**src/design/pfh_map.svh**
```systemverilog
`ifndef PFH_MAP_SVH
`define PFH_MAP_SVH

// ****************************************
// bus geometry
// ****************************************
`define PFH_ADDR_W        19
`define PFH_DATA_W        8
`define PFH_SECT_LSB      16

// ****************************************
// timing in ns and derived cycle counts at 100 MHz
// ****************************************
`define PFH_CLK_NS        10
`define PFH_ACC_NS        70
`define PFH_WP_NS         35
`define PFH_WPH_NS        30
`define PFH_ACC_CYC       ((`PFH_ACC_NS + `PFH_CLK_NS - 1) / `PFH_CLK_NS)
`define PFH_WP_CYC        ((`PFH_WP_NS + `PFH_CLK_NS - 1) / `PFH_CLK_NS)
`define PFH_WPH_CYC       ((`PFH_WPH_NS + `PFH_CLK_NS - 1) / `PFH_CLK_NS)

// ****************************************
// unlock addresses and command data
// ****************************************
`define PFH_UNLK_A1       19'h00555
`define PFH_UNLK_A2       19'h002aa
`define PFH_UNLK_D1       8'haa
`define PFH_UNLK_D2       8'h55
`define PFH_CMD_PROG      8'ha0
`define PFH_CMD_ERASE     8'h80
`define PFH_CMD_CHIP      8'h10
`define PFH_CMD_SECT      8'h30
`define PFH_CMD_ID        8'h90
`define PFH_CMD_BYP       8'h20
`define PFH_CMD_BYP_RST   8'h00
`define PFH_CMD_RESET     8'hf0

`endif

```
**src/design/pfh_pkg.sv**
```systemverilog
package pfh_pkg;
  // host request kinds
  typedef enum logic [3:0] {
    PFH_OP_READ, PFH_OP_RESET, PFH_OP_PROG, PFH_OP_SECT_ERASE, PFH_OP_CHIP_ERASE,
    PFH_OP_ID_ENTER, PFH_OP_BYP_ENTER, PFH_OP_BYP_PROG, PFH_OP_BYP_EXIT
  } pfh_op_e;

  // one request from the user side
  typedef struct packed {
    pfh_op_e     op;
    logic [18:0] addr;
    logic [7:0]  data;
  } pfh_req_s;

  // one bus cycle handed to the cycle engine
  typedef struct packed {
    logic        wr;
    logic [18:0] addr;
    logic [7:0]  data;
  } pfh_cyc_s;
endpackage

```
**src/design/pfh_cycle.sv**
```systemverilog
`timescale 1ns/1ps
`include "pfh_map.svh"

// ****************************************
// single read or write cycle on the flash pins
// ****************************************
module pfh_cycle
  import pfh_pkg::*;
#(
  parameter int ACC_CYC = `PFH_ACC_CYC,
  parameter int WP_CYC  = `PFH_WP_CYC,
  parameter int WPH_CYC = `PFH_WPH_CYC
) (
  // clock and reset
  input  wire logic        mclk,
  input  wire logic        arst_n,
  // cycle request
  input  wire pfh_cyc_s    cyc,
  input  wire logic        cyc_valid,
  output logic             cyc_ready,
  output logic             cyc_done,
  output logic [7:0]       rd_data,
  // flash pins
  output logic [18:0]      byte_address_bus,
  output logic             chip_sel_n,
  output logic             out_en_n,
  output logic             wr_en_n,
  input  wire logic [7:0]  data_bus_i,
  output logic [7:0]       data_bus_o,
  output logic             data_bus_oe
);
  typedef enum logic [1:0] {PFC_IDLE, PFC_ACT, PFC_HOLD} pfc_state_e;

  pfc_state_e  st_q, st_d;      // cycle phase
  logic [7:0]  cnt_q, cnt_d;    // phase counter
  pfh_cyc_s    cur_q, cur_d;    // latched cycle
  logic [7:0]  rd_q, rd_d;      // captured read byte
  logic        done_q, done_d;  // one-cycle completion

  // ****************************************
  // next-state logic
  // ****************************************
  always_comb begin
    st_d   = st_q;
    cnt_d  = cnt_q;
    cur_d  = cur_q;
    rd_d   = rd_q;
    done_d = 1'b0;
    unique case (st_q)
      PFC_IDLE: begin
        if (cyc_valid) begin
          cur_d = cyc;
          st_d  = PFC_ACT;
          // reads wait the full access time from select, covering standby exit
          cnt_d = cyc.wr ? 8'(WP_CYC) : 8'(ACC_CYC);
        end
      end
      PFC_ACT: begin
        if (cnt_q > 8'h01) begin
          cnt_d = cnt_q - 8'h01;
        end else begin
          if (!cur_q.wr) rd_d = data_bus_i;  // sample after access time
          st_d  = PFC_HOLD;
          cnt_d = 8'(WPH_CYC);
        end
      end
      PFC_HOLD: begin
        // strobes high; gives write pulse high time and bus turnaround
        if (cnt_q > 8'h01) begin
          cnt_d = cnt_q - 8'h01;
        end else begin
          st_d   = PFC_IDLE;
          done_d = 1'b1;
        end
      end
    endcase
  end

  // ****************************************
  // state registers
  // ****************************************
  always_ff @(posedge mclk or negedge arst_n) begin
    if (!arst_n) begin
      st_q   <= PFC_IDLE;
      cnt_q  <= 8'h00;
      cur_q  <= '0;
      rd_q   <= 8'h00;
      done_q <= 1'b0;
    end else begin
      st_q   <= st_d;
      cnt_q  <= cnt_d;
      cur_q  <= cur_d;
      rd_q   <= rd_d;
      done_q <= done_d;
    end
  end

  // ****************************************
  // pin drive
  // ****************************************
  assign cyc_ready        = (st_q == PFC_IDLE);
  assign cyc_done         = done_q;
  assign rd_data          = rd_q;
  assign byte_address_bus = cur_q.addr;
  // chip select only during a cycle; standby otherwise
  assign chip_sel_n       = (st_q == PFC_IDLE);
  assign out_en_n         = !((st_q == PFC_ACT) && !cur_q.wr);
  assign wr_en_n          = !((st_q == PFC_ACT) && cur_q.wr);
  // write data stays on through hold so data is valid at the rising strobe
  assign data_bus_oe      = (st_q != PFC_IDLE) && cur_q.wr;
  assign data_bus_o       = cur_q.data;
endmodule

```
**src/design/pfh_host.sv**
```systemverilog
// ****************************************
// ****************************************
`timescale 1ns/1ps
`include "pfh_map.svh"

module pfh_host
  import pfh_pkg::*;
#(
  parameter int ADDR_W = `PFH_ADDR_W,
  parameter int DATA_W = `PFH_DATA_W
) (
  // clock and reset
  input  wire logic              mclk,
  input  wire logic              arst_n,
  // user request
  input  wire pfh_req_s          req,
  input  wire logic              req_valid,
  output logic                   req_ready,
  output logic                   rsp_valid,
  output logic [DATA_W-1:0]      rsp_data,
  // mode view kept by the host
  output logic                   id_mode,
  output logic                   byp_mode,
  // flash pins
  output logic [ADDR_W-1:0]      byte_address_bus,
  output logic                   chip_sel_n,
  output logic                   out_en_n,
  output logic                   wr_en_n,
  input  wire logic [DATA_W-1:0] data_bus_i,
  output logic [DATA_W-1:0]      data_bus_o,
  output logic                   data_bus_oe
);
  typedef enum logic [1:0] {PFH_IDLE, PFH_ISSUE, PFH_WAIT} pfh_state_e;

  pfh_state_e  st_q, st_d;         // sequencer phase
  pfh_req_s    req_q, req_d;       // request being run
  logic [2:0]  idx_q, idx_d;       // cycle index within sequence
  logic [2:0]  len;                // cycles in current sequence
  logic        idm_q, idm_d;       // host mirror of id mode
  logic        byp_q, byp_d;       // host mirror of bypass mode
  logic        rv_q, rv_d;         // response pulse
  logic [7:0]  rdat_q, rdat_d;     // response byte
  pfh_cyc_s    cyc;                // current bus cycle
  logic        cyc_ready;
  logic        cyc_done;
  logic [7:0]  cyc_rd;

  // ****************************************
  // sequence table: cycle index to bus cycle
  // ****************************************
  always_comb begin
    cyc = '{wr: 1'b1, addr: 19'h00000, data: 8'h00};
    len = 3'd1;
    unique case (req_q.op)
      PFH_OP_READ: begin
        // one read; in id mode or busy the device returns codes or status
        // id reads: bits 1:0 pick the code, top bits the sector to verify
        cyc = '{wr: 1'b0, addr: req_q.addr, data: 8'h00};
      end
      PFH_OP_RESET: begin
        // reset command ends id mode and any failed sequence
        cyc.data = `PFH_CMD_RESET;
      end
      PFH_OP_BYP_PROG: begin
        // two writes only once bypass is entered
        len = 3'd2;
        cyc = (idx_q == 3'd0) ? '{wr: 1'b1, addr: 19'h00000, data: `PFH_CMD_PROG}
                              : '{wr: 1'b1, addr: req_q.addr, data: req_q.data};
      end
      PFH_OP_BYP_EXIT: begin
        len = 3'd2;
        cyc.data = (idx_q == 3'd0) ? `PFH_CMD_ID : `PFH_CMD_BYP_RST;
      end
      default: begin
        // unlocked sequences: two unlock writes then command
        unique case (req_q.op)
          PFH_OP_PROG:       len = 3'd4;
          PFH_OP_SECT_ERASE: len = 3'd6;  // sector address picks sector
          PFH_OP_CHIP_ERASE: len = 3'd6;  // whole array
          default:           len = 3'd3;
        endcase
        if ((idx_q + 3'd1 == len) && (len != 3'd3)) begin
          // last cycle: program data, or erase confirm; tested first so the
          // fourth program cycle is never mistaken for a second unlock
          if (req_q.op == PFH_OP_PROG) begin
            cyc = '{wr: 1'b1, addr: req_q.addr, data: req_q.data};
          end else if (req_q.op == PFH_OP_CHIP_ERASE) begin
            cyc = '{wr: 1'b1, addr: `PFH_UNLK_A1, data: `PFH_CMD_CHIP};
          end else begin
            cyc = '{wr: 1'b1, addr: req_q.addr, data: `PFH_CMD_SECT};
          end
        end else begin
          unique case (idx_q)
            3'd0, 3'd3: cyc = '{wr: 1'b1, addr: `PFH_UNLK_A1, data: `PFH_UNLK_D1};
            3'd1, 3'd4: cyc = '{wr: 1'b1, addr: `PFH_UNLK_A2, data: `PFH_UNLK_D2};
            default: begin
              // third cycle carries the command
              cyc.addr = `PFH_UNLK_A1;
              unique case (req_q.op)
                PFH_OP_PROG:      cyc.data = `PFH_CMD_PROG;
                PFH_OP_ID_ENTER:  cyc.data = `PFH_CMD_ID;
                PFH_OP_BYP_ENTER: cyc.data = `PFH_CMD_BYP;
                default:          cyc.data = `PFH_CMD_ERASE;
              endcase
            end
          endcase
        end
      end
    endcase
  end

  // ****************************************
  // sequencer next state
  // ****************************************
  always_comb begin
    st_d   = st_q;
    req_d  = req_q;
    idx_d  = idx_q;
    idm_d  = idm_q;
    byp_d  = byp_q;
    rv_d   = 1'b0;
    rdat_d = rdat_q;
    unique case (st_q)
      PFH_IDLE: begin
        if (req_valid) begin
          req_d = req;
          idx_d = 3'd0;
          st_d  = PFH_ISSUE;
        end
      end
      PFH_ISSUE: begin
        if (cyc_ready) st_d = PFH_WAIT;
      end
      PFH_WAIT: begin
        if (cyc_done) begin
          if (idx_q + 3'd1 < len) begin
            idx_d = idx_q + 3'd1;
            st_d  = PFH_ISSUE;
          end else begin
            st_d   = PFH_IDLE;
            rv_d   = 1'b1;
            rdat_d = cyc_rd;  // status bits while busy
            // mirror the mode the device is now in
            unique case (req_q.op)
              PFH_OP_ID_ENTER:  idm_d = 1'b1;
              PFH_OP_RESET:     idm_d = 1'b0;
              PFH_OP_BYP_ENTER: byp_d = 1'b1;
              PFH_OP_BYP_EXIT:  byp_d = 1'b0;
              default:          idm_d = idm_q;
            endcase
          end
        end
      end
      default: st_d = PFH_IDLE;
    endcase
  end

  // ****************************************
  // sequencer registers; host assumes read-array after reset
  // ****************************************
  always_ff @(posedge mclk or negedge arst_n) begin
    if (!arst_n) begin
      st_q   <= PFH_IDLE;
      req_q  <= '0;
      idx_q  <= 3'd0;
      idm_q  <= 1'b0;
      byp_q  <= 1'b0;
      rv_q   <= 1'b0;
      rdat_q <= 8'h00;
    end else begin
      st_q   <= st_d;
      req_q  <= req_d;
      idx_q  <= idx_d;
      idm_q  <= idm_d;
      byp_q  <= byp_d;
      rv_q   <= rv_d;
      rdat_q <= rdat_d;
    end
  end

  assign req_ready = (st_q == PFH_IDLE);
  assign rsp_valid = rv_q;
  assign rsp_data  = rdat_q;
  assign id_mode   = idm_q;
  assign byp_mode  = byp_q;

  // ****************************************
  // pin cycle engine
  // ****************************************
  pfh_cycle u_cycle (
    .mclk             (mclk),
    .arst_n           (arst_n),
    .cyc              (cyc),
    .cyc_valid        (st_q == PFH_ISSUE),
    .cyc_ready        (cyc_ready),
    .cyc_done         (cyc_done),
    .rd_data          (cyc_rd),
    .byte_address_bus (byte_address_bus),
    .chip_sel_n       (chip_sel_n),
    .out_en_n         (out_en_n),
    .wr_en_n          (wr_en_n),
    .data_bus_i       (data_bus_i),
    .data_bus_o       (data_bus_o),
    .data_bus_oe      (data_bus_oe)
  );
endmodule

```
**config.mk**
```make
export PLATFORM = sky130hd
export DESIGN_NAME = pfh_host
export DESIGN_NICKNAME = d
export VERILOG_FILES = /design/src/design/pfh_pkg.sv /design/src/design/pfh_cycle.sv /design/src/design/pfh_host.sv
export VERILOG_INCLUDE_DIRS = /design/src /design/src/design
export SDC_FILE = /design/constraint.sdc
export NUM_CORES = 1
export LEC_CHECK = 0
export BUFFER_PORTS_ARGS = -buffer_cell sky130_fd_sc_hd__buf_2
export CORE_MARGIN = 3
export CORE_UTILIZATION = 52
export CTS_BUF_LIST = sky130_fd_sc_hd__clkbuf_4 sky130_fd_sc_hd__clkbuf_8
export DETAILED_ROUTE_END_ITERATION = 16
export PLACE_DENSITY = 0.8
export RECOVER_POWER = 100
export SYNTH_ARGS = -nofsm -noshare
export SYNTH_HDL_FRONTEND = slang
export SYNTH_SLANG_ARGS = --single-unit
```
**constraint.sdc**
```tcl
create_clock -name mclk -period 2.3 [get_ports mclk]
set_input_delay 0.23 -clock mclk [delete_from_list [all_inputs] [get_ports mclk]]
set_output_delay 0.23 -clock mclk [all_outputs]
set_load 0.005 [all_outputs]
```
======== After elaboration in Yosys (flattened, before gate mapping) ========
Index checks and enable logic that the tools add are counted.
W data, S select, Z words.
word-level totals
  bits in registers ....................... 94
  bits in latches ......................... 0
  RAM bits ................................ 0
  bits in read-only memories .............. 0
  input bits .............................. 42
  output and inout bits ................... 43
  word-level logic and storage cells ...... 117
  memories kept ........................... 0
operators by class
  add/subtract/negate cells ............... 2
  multipliers ............................. 0
  div/mod/pow operators ................... 0
  $lt $le $gt $ge ......................... 2
  eq/ne operators ......................... 25
  shift-type cells ........................ 0
  muxes and demuxes ....................... 37
  bitwise gates (word level) .............. 3
  reductions and logical operators ........ 32
operators with widths
  kind                   count
  $mux W27               3
  $pmux W20 S3           1
  $pmux W8 S3            2
  $pmux W19 S2           1
  $mux W8                4
  $pmux W8 S4            1
  $mux W28               1
  $pmux W3 S2            3
  $eq A4 B3 Y1 const B   4
  $mux W2                7
  $mux W3                4
  $pmux W2 S3            2
  $reduce_and A3 Y1      4
  $reduce_and A4 Y1      3
  $reduce_or A2 Y1       6
  $ne A2 B2 Y1 const B   5
  $eq A4 B2 Y1 const B   2
  $gt A8 B1 Y1 const B   1
  $reduce_bool A2 Y1     4
  $sub A8 B1 Y8 const B  1
  $mux W1                6
  $ne A2 B1 Y1 const B   3
  $reduce_and A2 Y1      3
  $eq A2 B1 Y1 const B   2
  other kinds (18)       28

======== Longest topological paths before layout ========
  word-level depth ........................ 11
  mapped depth ............................ 11
  depth with buffers taken out ............ 9

======== Hierarchy ========
A second synthesis with hierarchy kept.
second synthesis, totals
  cells, all modules ...................... 439
  area total of the unflattened synthesis .. 4,919.7 µm²
by module, submodules not included
  module     instances  cells an instance  area each (µm²)  seq. area each (µm²)
  pfh_host   1          251                2,633.8          1,176.1
  pfh_cycle  1          188                2,285.9          1,176.1

======== Least setup slack after synthesis ========
Ideal clock, no wire load.
  path type ............................... reg2reg
  from .................................... reg req_q[28] (netlist bit)
  to ...................................... reg rdat_q[7] (netlist: rsp_data[7])
  library setup time ...................... 0.127 ns
  arrival time ............................ 2.214 ns
  data required time ...................... 2.173 ns
  path slack .............................. -0.041 ns
  cell stages (with the launch flop) ...... 12
  path buffers ............................ 2
  clock period less this slack ............ 2.341 ns
  path through ............................ dfrtp_1 -> buf_2 -> buf_2 -> nor2b_1 -> a21o_1 -> nand2_1 -> ha_1 -> o21ai_0 -> a31oi_4 -> o21ai_4 -> inv_2 -> mux2_1
on the way
  cells in the longest elaborated chain, start to end .. 8
  elaborated cells between the ends (all ways) .. 16
  classes of those cells .................. order compare: 1; eq/ne: 6; mux: 3; bitwise: 1; reduce/logical: 5
ends and longest elaborated chain
  item                                          RTL line         RTL
  start: declaration                            pfh_host.sv:36   pfh_req_s req_q, req_d;
  start signal: assignment                      pfh_host.sv:172  req_q <= req_d;
  $eq A4 B3 Y1 or $eq A4 B2 Y1 (tied branches)  pfh_host.sv:76   unique case (req_q.op)
  $reduce_or A2 Y1 (no line)                    -
  $pmux W3 S2                                   pfh_host.sv:76
  $mux W3                                       pfh_host.sv:54   unique case (req_q.op)
  $pmux W3 S2 *                                 pfh_host.sv:54
  $lt A3 B3 Y1 *                                pfh_host.sv:136  if (idx_q + 3'd1 < len) begin
  $not A1 Y1 (no line) *                        -
  $reduce_and A3 Y1 (no line) *                 -
  end signal: assignment                        pfh_host.sv:177  rdat_q <= rdat_d;
  end: declaration                              pfh_host.sv:42   logic [7:0] rdat_q, rdat_d;
Every way passes the cells marked *; elsewhere a longest branch is shown, timed or not. The select of a mux whose other input is x is not followed.
A chain may end at the register's enable or synchronous reset.

======== Worst setup path in the final report ========
  from .................................... reg idx_q[1]
  to ...................................... reg idm_q (netlist: id_mode)
on the way
  cells in the longest elaborated chain, start to end .. 4
ends and longest elaborated chain
  item                         RTL line         RTL
  start: declaration           pfh_host.sv:37   logic [2:0] idx_q, idx_d;
  start signal: assignment     pfh_host.sv:173  idx_q <= idx_d;
  $add A3 B1 Y3                pfh_host.sv:136
  $lt A3 B3 Y1                 pfh_host.sv:136
  $not A1 Y1 (no line)         -
  $reduce_and A4 Y1 (no line)  -
  end signal: assignment       pfh_host.sv:174  idm_q <= idm_d;
  end: declaration             pfh_host.sv:39   logic idm_q, idm_d;
Every way passes these cells.

==> metrics.yaml <==
status: "complete, no violations"
synth-xor-area-share_pct: 0.911
rsz0062_at_grt: "yes"
synth.mux.area_fraction_pct: 10.8
yosys_warnings: 0
area_growth_pct: 17.8
core-area_mm2: 0.00885
min_path_type: "input port to flop"
tns_ns: 0
grt_usage_pct: 20.6
yosysUniqueCellTypes: 72
yosys.area.top_type: "dfrtp_1"
hold_violations: 0
cts_root_buf: "clkbuf_8"
drtPass1Iterations: 5
initial_core_util_pct: 54.3
pwr-share-comb_pct: 47.6
end_kind: "flop"
power.leakage_nw: 2.56
synth_ff_type: "dfrtp_1"
timing.final.crit_share_pct: 99.1
cts_tree: "built"
finalMaxSlewViolations: 0
relSlewSlack_pct: 22.0
insertion_delay_ns: 0.36
holdWs_ns: 0.0729
worstPathArrival_ns: 2.53
period_minus_slack_ns: 2.28
critPathLaunchType: "flop"
drt_iter0_markers: 152
place.gp.congestion: 0.899
dp_hpwl_um: 7490
syn_area_mm2: 0.00481
antenna_found_initial: 0
ys_ff_latch: 94
grt_pass1_wl_um: 17000
crit_fanout: 6
final_common_cell: "dfrtp_1"
wirelength_um: 10600
intPower_mw: 4.66
synthAdderAreaFrac_pct: 2.86
fp.dieW_um: 102
seqPwrFrac_pct: 37.6
synth_cells: 427
worstMarginPinSlew_ns: 1.17
netlist.area_leader.share_pct: 48.9
r2r-end: "id_mode"
swShare_pct: 38.6
layout_common_cells: "93 x dfrtp_1, 68 x buf_2, 29 x mux2_2"
ant_nets: 0
yosys.area_share.simple_pct: 13.0
cts_made_buffers: 9
die_area_mm2: 0.0104
r2r_start: "idx_q[1]"
synth-async-reset-ratio_pct: 100
via_count: 3630
drc: 0
p_clk_share_pct: 14.8
ios: 85
grt_pass1_vias: 3548
clock_skew_ns: 0.0110
syn_nets: 480
portBuffers: 84
viasPerCell: 5.82
clock_sinks: 94
r2r_setup_slack_ns: 0.02
seq_area_frac_synth_pct: 48.9
crit_start: "idx_q[1]"
cts_htree_levels: 3
crit_end: "id_mode"
drive_above_1_share_pct: 36.0
r2r_cells: 9
synth_area_leaders: "dfrtp_1 49%, mux2_2 6.8%, buf_4 4.5%, mux2_1 4.0%, ha_1 2.9%"
num_rows: 34
clock_path_buffers: 2
fp.dieH_um: 102
power_switching_mw: 2.93
maxCapViolCount: 0
synth_edf_count: 0
synth_top_family_by_area: "compound AO/OA/AOI/OAI gates"
powerDensity_mw_per_mm2: 1340
critPathRequiredTime_ns: 2.55
layout.nets: 564
path_class: "flop to flop"
max_clock_freq_mhz: 439
grt_remaining_overflow: 0
clk_transition_reported_paths_ns: 0.09
ir_drop_mv: 0.577
grt_max_degree: 49
routedWlPerCell_um: 17.0
synth.avg_cell_area_um2: 11.3
num_antenna_cells: 0
synth_compound_area_share_pct: 16.2
finalSetupViolations: 0
-- layout make-up --
cell class / count / area [µm²]
Tap cell: 108 / 135
Fill cell: 692 / 3190
Clock inverter: 6 / 68.8
Inverter: 17 / 63.8
Clock buffer: 10 / 138
Timing Repair Buffer: 118 / 677
Multi-Input combinational cell: 271 / 2220
Sequential cell: 94 / 2350
-- state kept, by name, indices dropped and copies added (netlist names), 2 cells and up --
name                      flops
rsp_data                      8
st_q                          2
req_q                        31
u_cycle.data_bus_o            8
u_cycle.byte_address_bus     19
u_cycle.st_q                  2
idx_q                         3
u_cycle.rd_data               8
u_cycle.cnt_q                 8
-- worst max-delay path: stages (launching register included) --
cell      delay, ns
dfrtp_1        0.42
ha_2           0.21
ha_4           0.29
inv_1          0.07
ha_4           0.26
o21ai_2        0.05
a31oi_4        0.26
buf_4          0.16
o211ai_1       0.10
mux2_1         0.34
-- cells in the mapped netlist (2+ instances only) --
| master | count |
|---|---|
| a31oi_1 | 2 |
| o21ai_0 | 17 |
| mux2_2 | 29 |
| a22o_1 | 9 |
| clkbuf_1 | 9 |
| nand2_1 | 20 |
| buf_2 | 6 |
| a221o_1 | 5 |
| nand2b_1 | 9 |
| buf_4 | 29 |
| o21ai_1 | 8 |
| a21oi_2 | 2 |
| inv_2 | 3 |
| a2bb2oi_1 | 2 |
| a211oi_1 | 3 |
| o22a_1 | 2 |
| o41ai_1 | 2 |
| nor2_1 | 28 |
| nand4_1 | 3 |
| o311ai_1 | 2 |
| nor3_1 | 6 |
| buf_1 | 2 |
| o21a_1 | 2 |
| mux2_1 | 17 |
| nor2b_1 | 6 |
| dfrtp_1 | 94 |
| inv_1 | 14 |
| a21oi_1 | 17 |
| nand4b_1 | 2 |
| o221ai_1 | 2 |
| nand3_1 | 5 |
| and2_1 | 4 |
| or3_1 | 2 |
| o211a_1 | 2 |
| o31ai_1 | 2 |
| nand3b_1 | 2 |
| and4b_1 | 2 |
| xor2_1 | 4 |
| o211ai_1 | 3 |
| o221a_1 | 5 |
| ha_1 | 11 |
| a211o_1 | 3 |
-- power groups by stage --
stage | clock network, mW | registers (mW) | logic, mW
after global routing | 1.21 | 2.94 | 3.99
final | 1.12 | 2.86 | 3.61
after floorplan | 0 | 2.68 | 2.70
after global placement | 0 | 2.82 | 3.28
after detailed placement | 0 | 2.86 | 3.41
after CTS | 1.15 | 2.83 | 3.45
-- cells by family after synthesis --
family          Yosys count
compound gates          101
xor+xnor                  5
fa+ha+maj                11
buf+inv                  63
flops                    94
mux                      46
simple gates            107
-- metal layers --
layer  GRT usage (%)  up-vias  wire length [µm]  part of all wire, %
li1                -     1698                 -                    -
met3            4.03       12               498                  4.7
met5               0        -                 0                    0
met1            27.7     1814              4700                   44
met4            7.47        0               153                  1.4
met2            33.5      106              5260                   50
-- per-stage QoR --
step                      worst slack [ns]  util, %  cell area [µm²]  cells  power (mW)
after floorplan                     0.0260        -             4810    427        5.38
after detailed placement           -0.0698     59.9             5300    599        6.27
after global routing               -0.0286     64.0             5660    624        8.15
final                               0.0205     64.0             5660    624        7.58
after CTS                           0.0185     62.7             5550    618        7.43
after global placement              0.0181     59.9             5300    599        6.11
-- worst min path at each step --
stage	startpoint	endpoint	slack, ns	cells past startpoint
floorplan	arst_n	byp_mode	-0.07	0
global placement	arst_n	req_q[8]	0.27	1
detailed placement	arst_n	u_cycle.byte_address_bus[2]	0.28	1
CTS	data_bus_i[4]	u_cycle.rd_data[4]	0.06	2
global route	data_bus_i[0]	u_cycle.rd_data[0]	0.06	2
finish	data_bus_i[3]	u_cycle.rd_data[3]	0.07	2
-- timing repair --
action / CTS / global route
gates resized for setup: 2 / 24
endpoints found under the setup margin: 15 / 28
pin swaps: 1 / 11
setup buffers: 1 / 6
endpoints found under the hold margin: 46 / 0
hold buffers: 1 / 0
gates cloned: 1 / 0
Note: power is estimated with default switching activity, not from simulation.
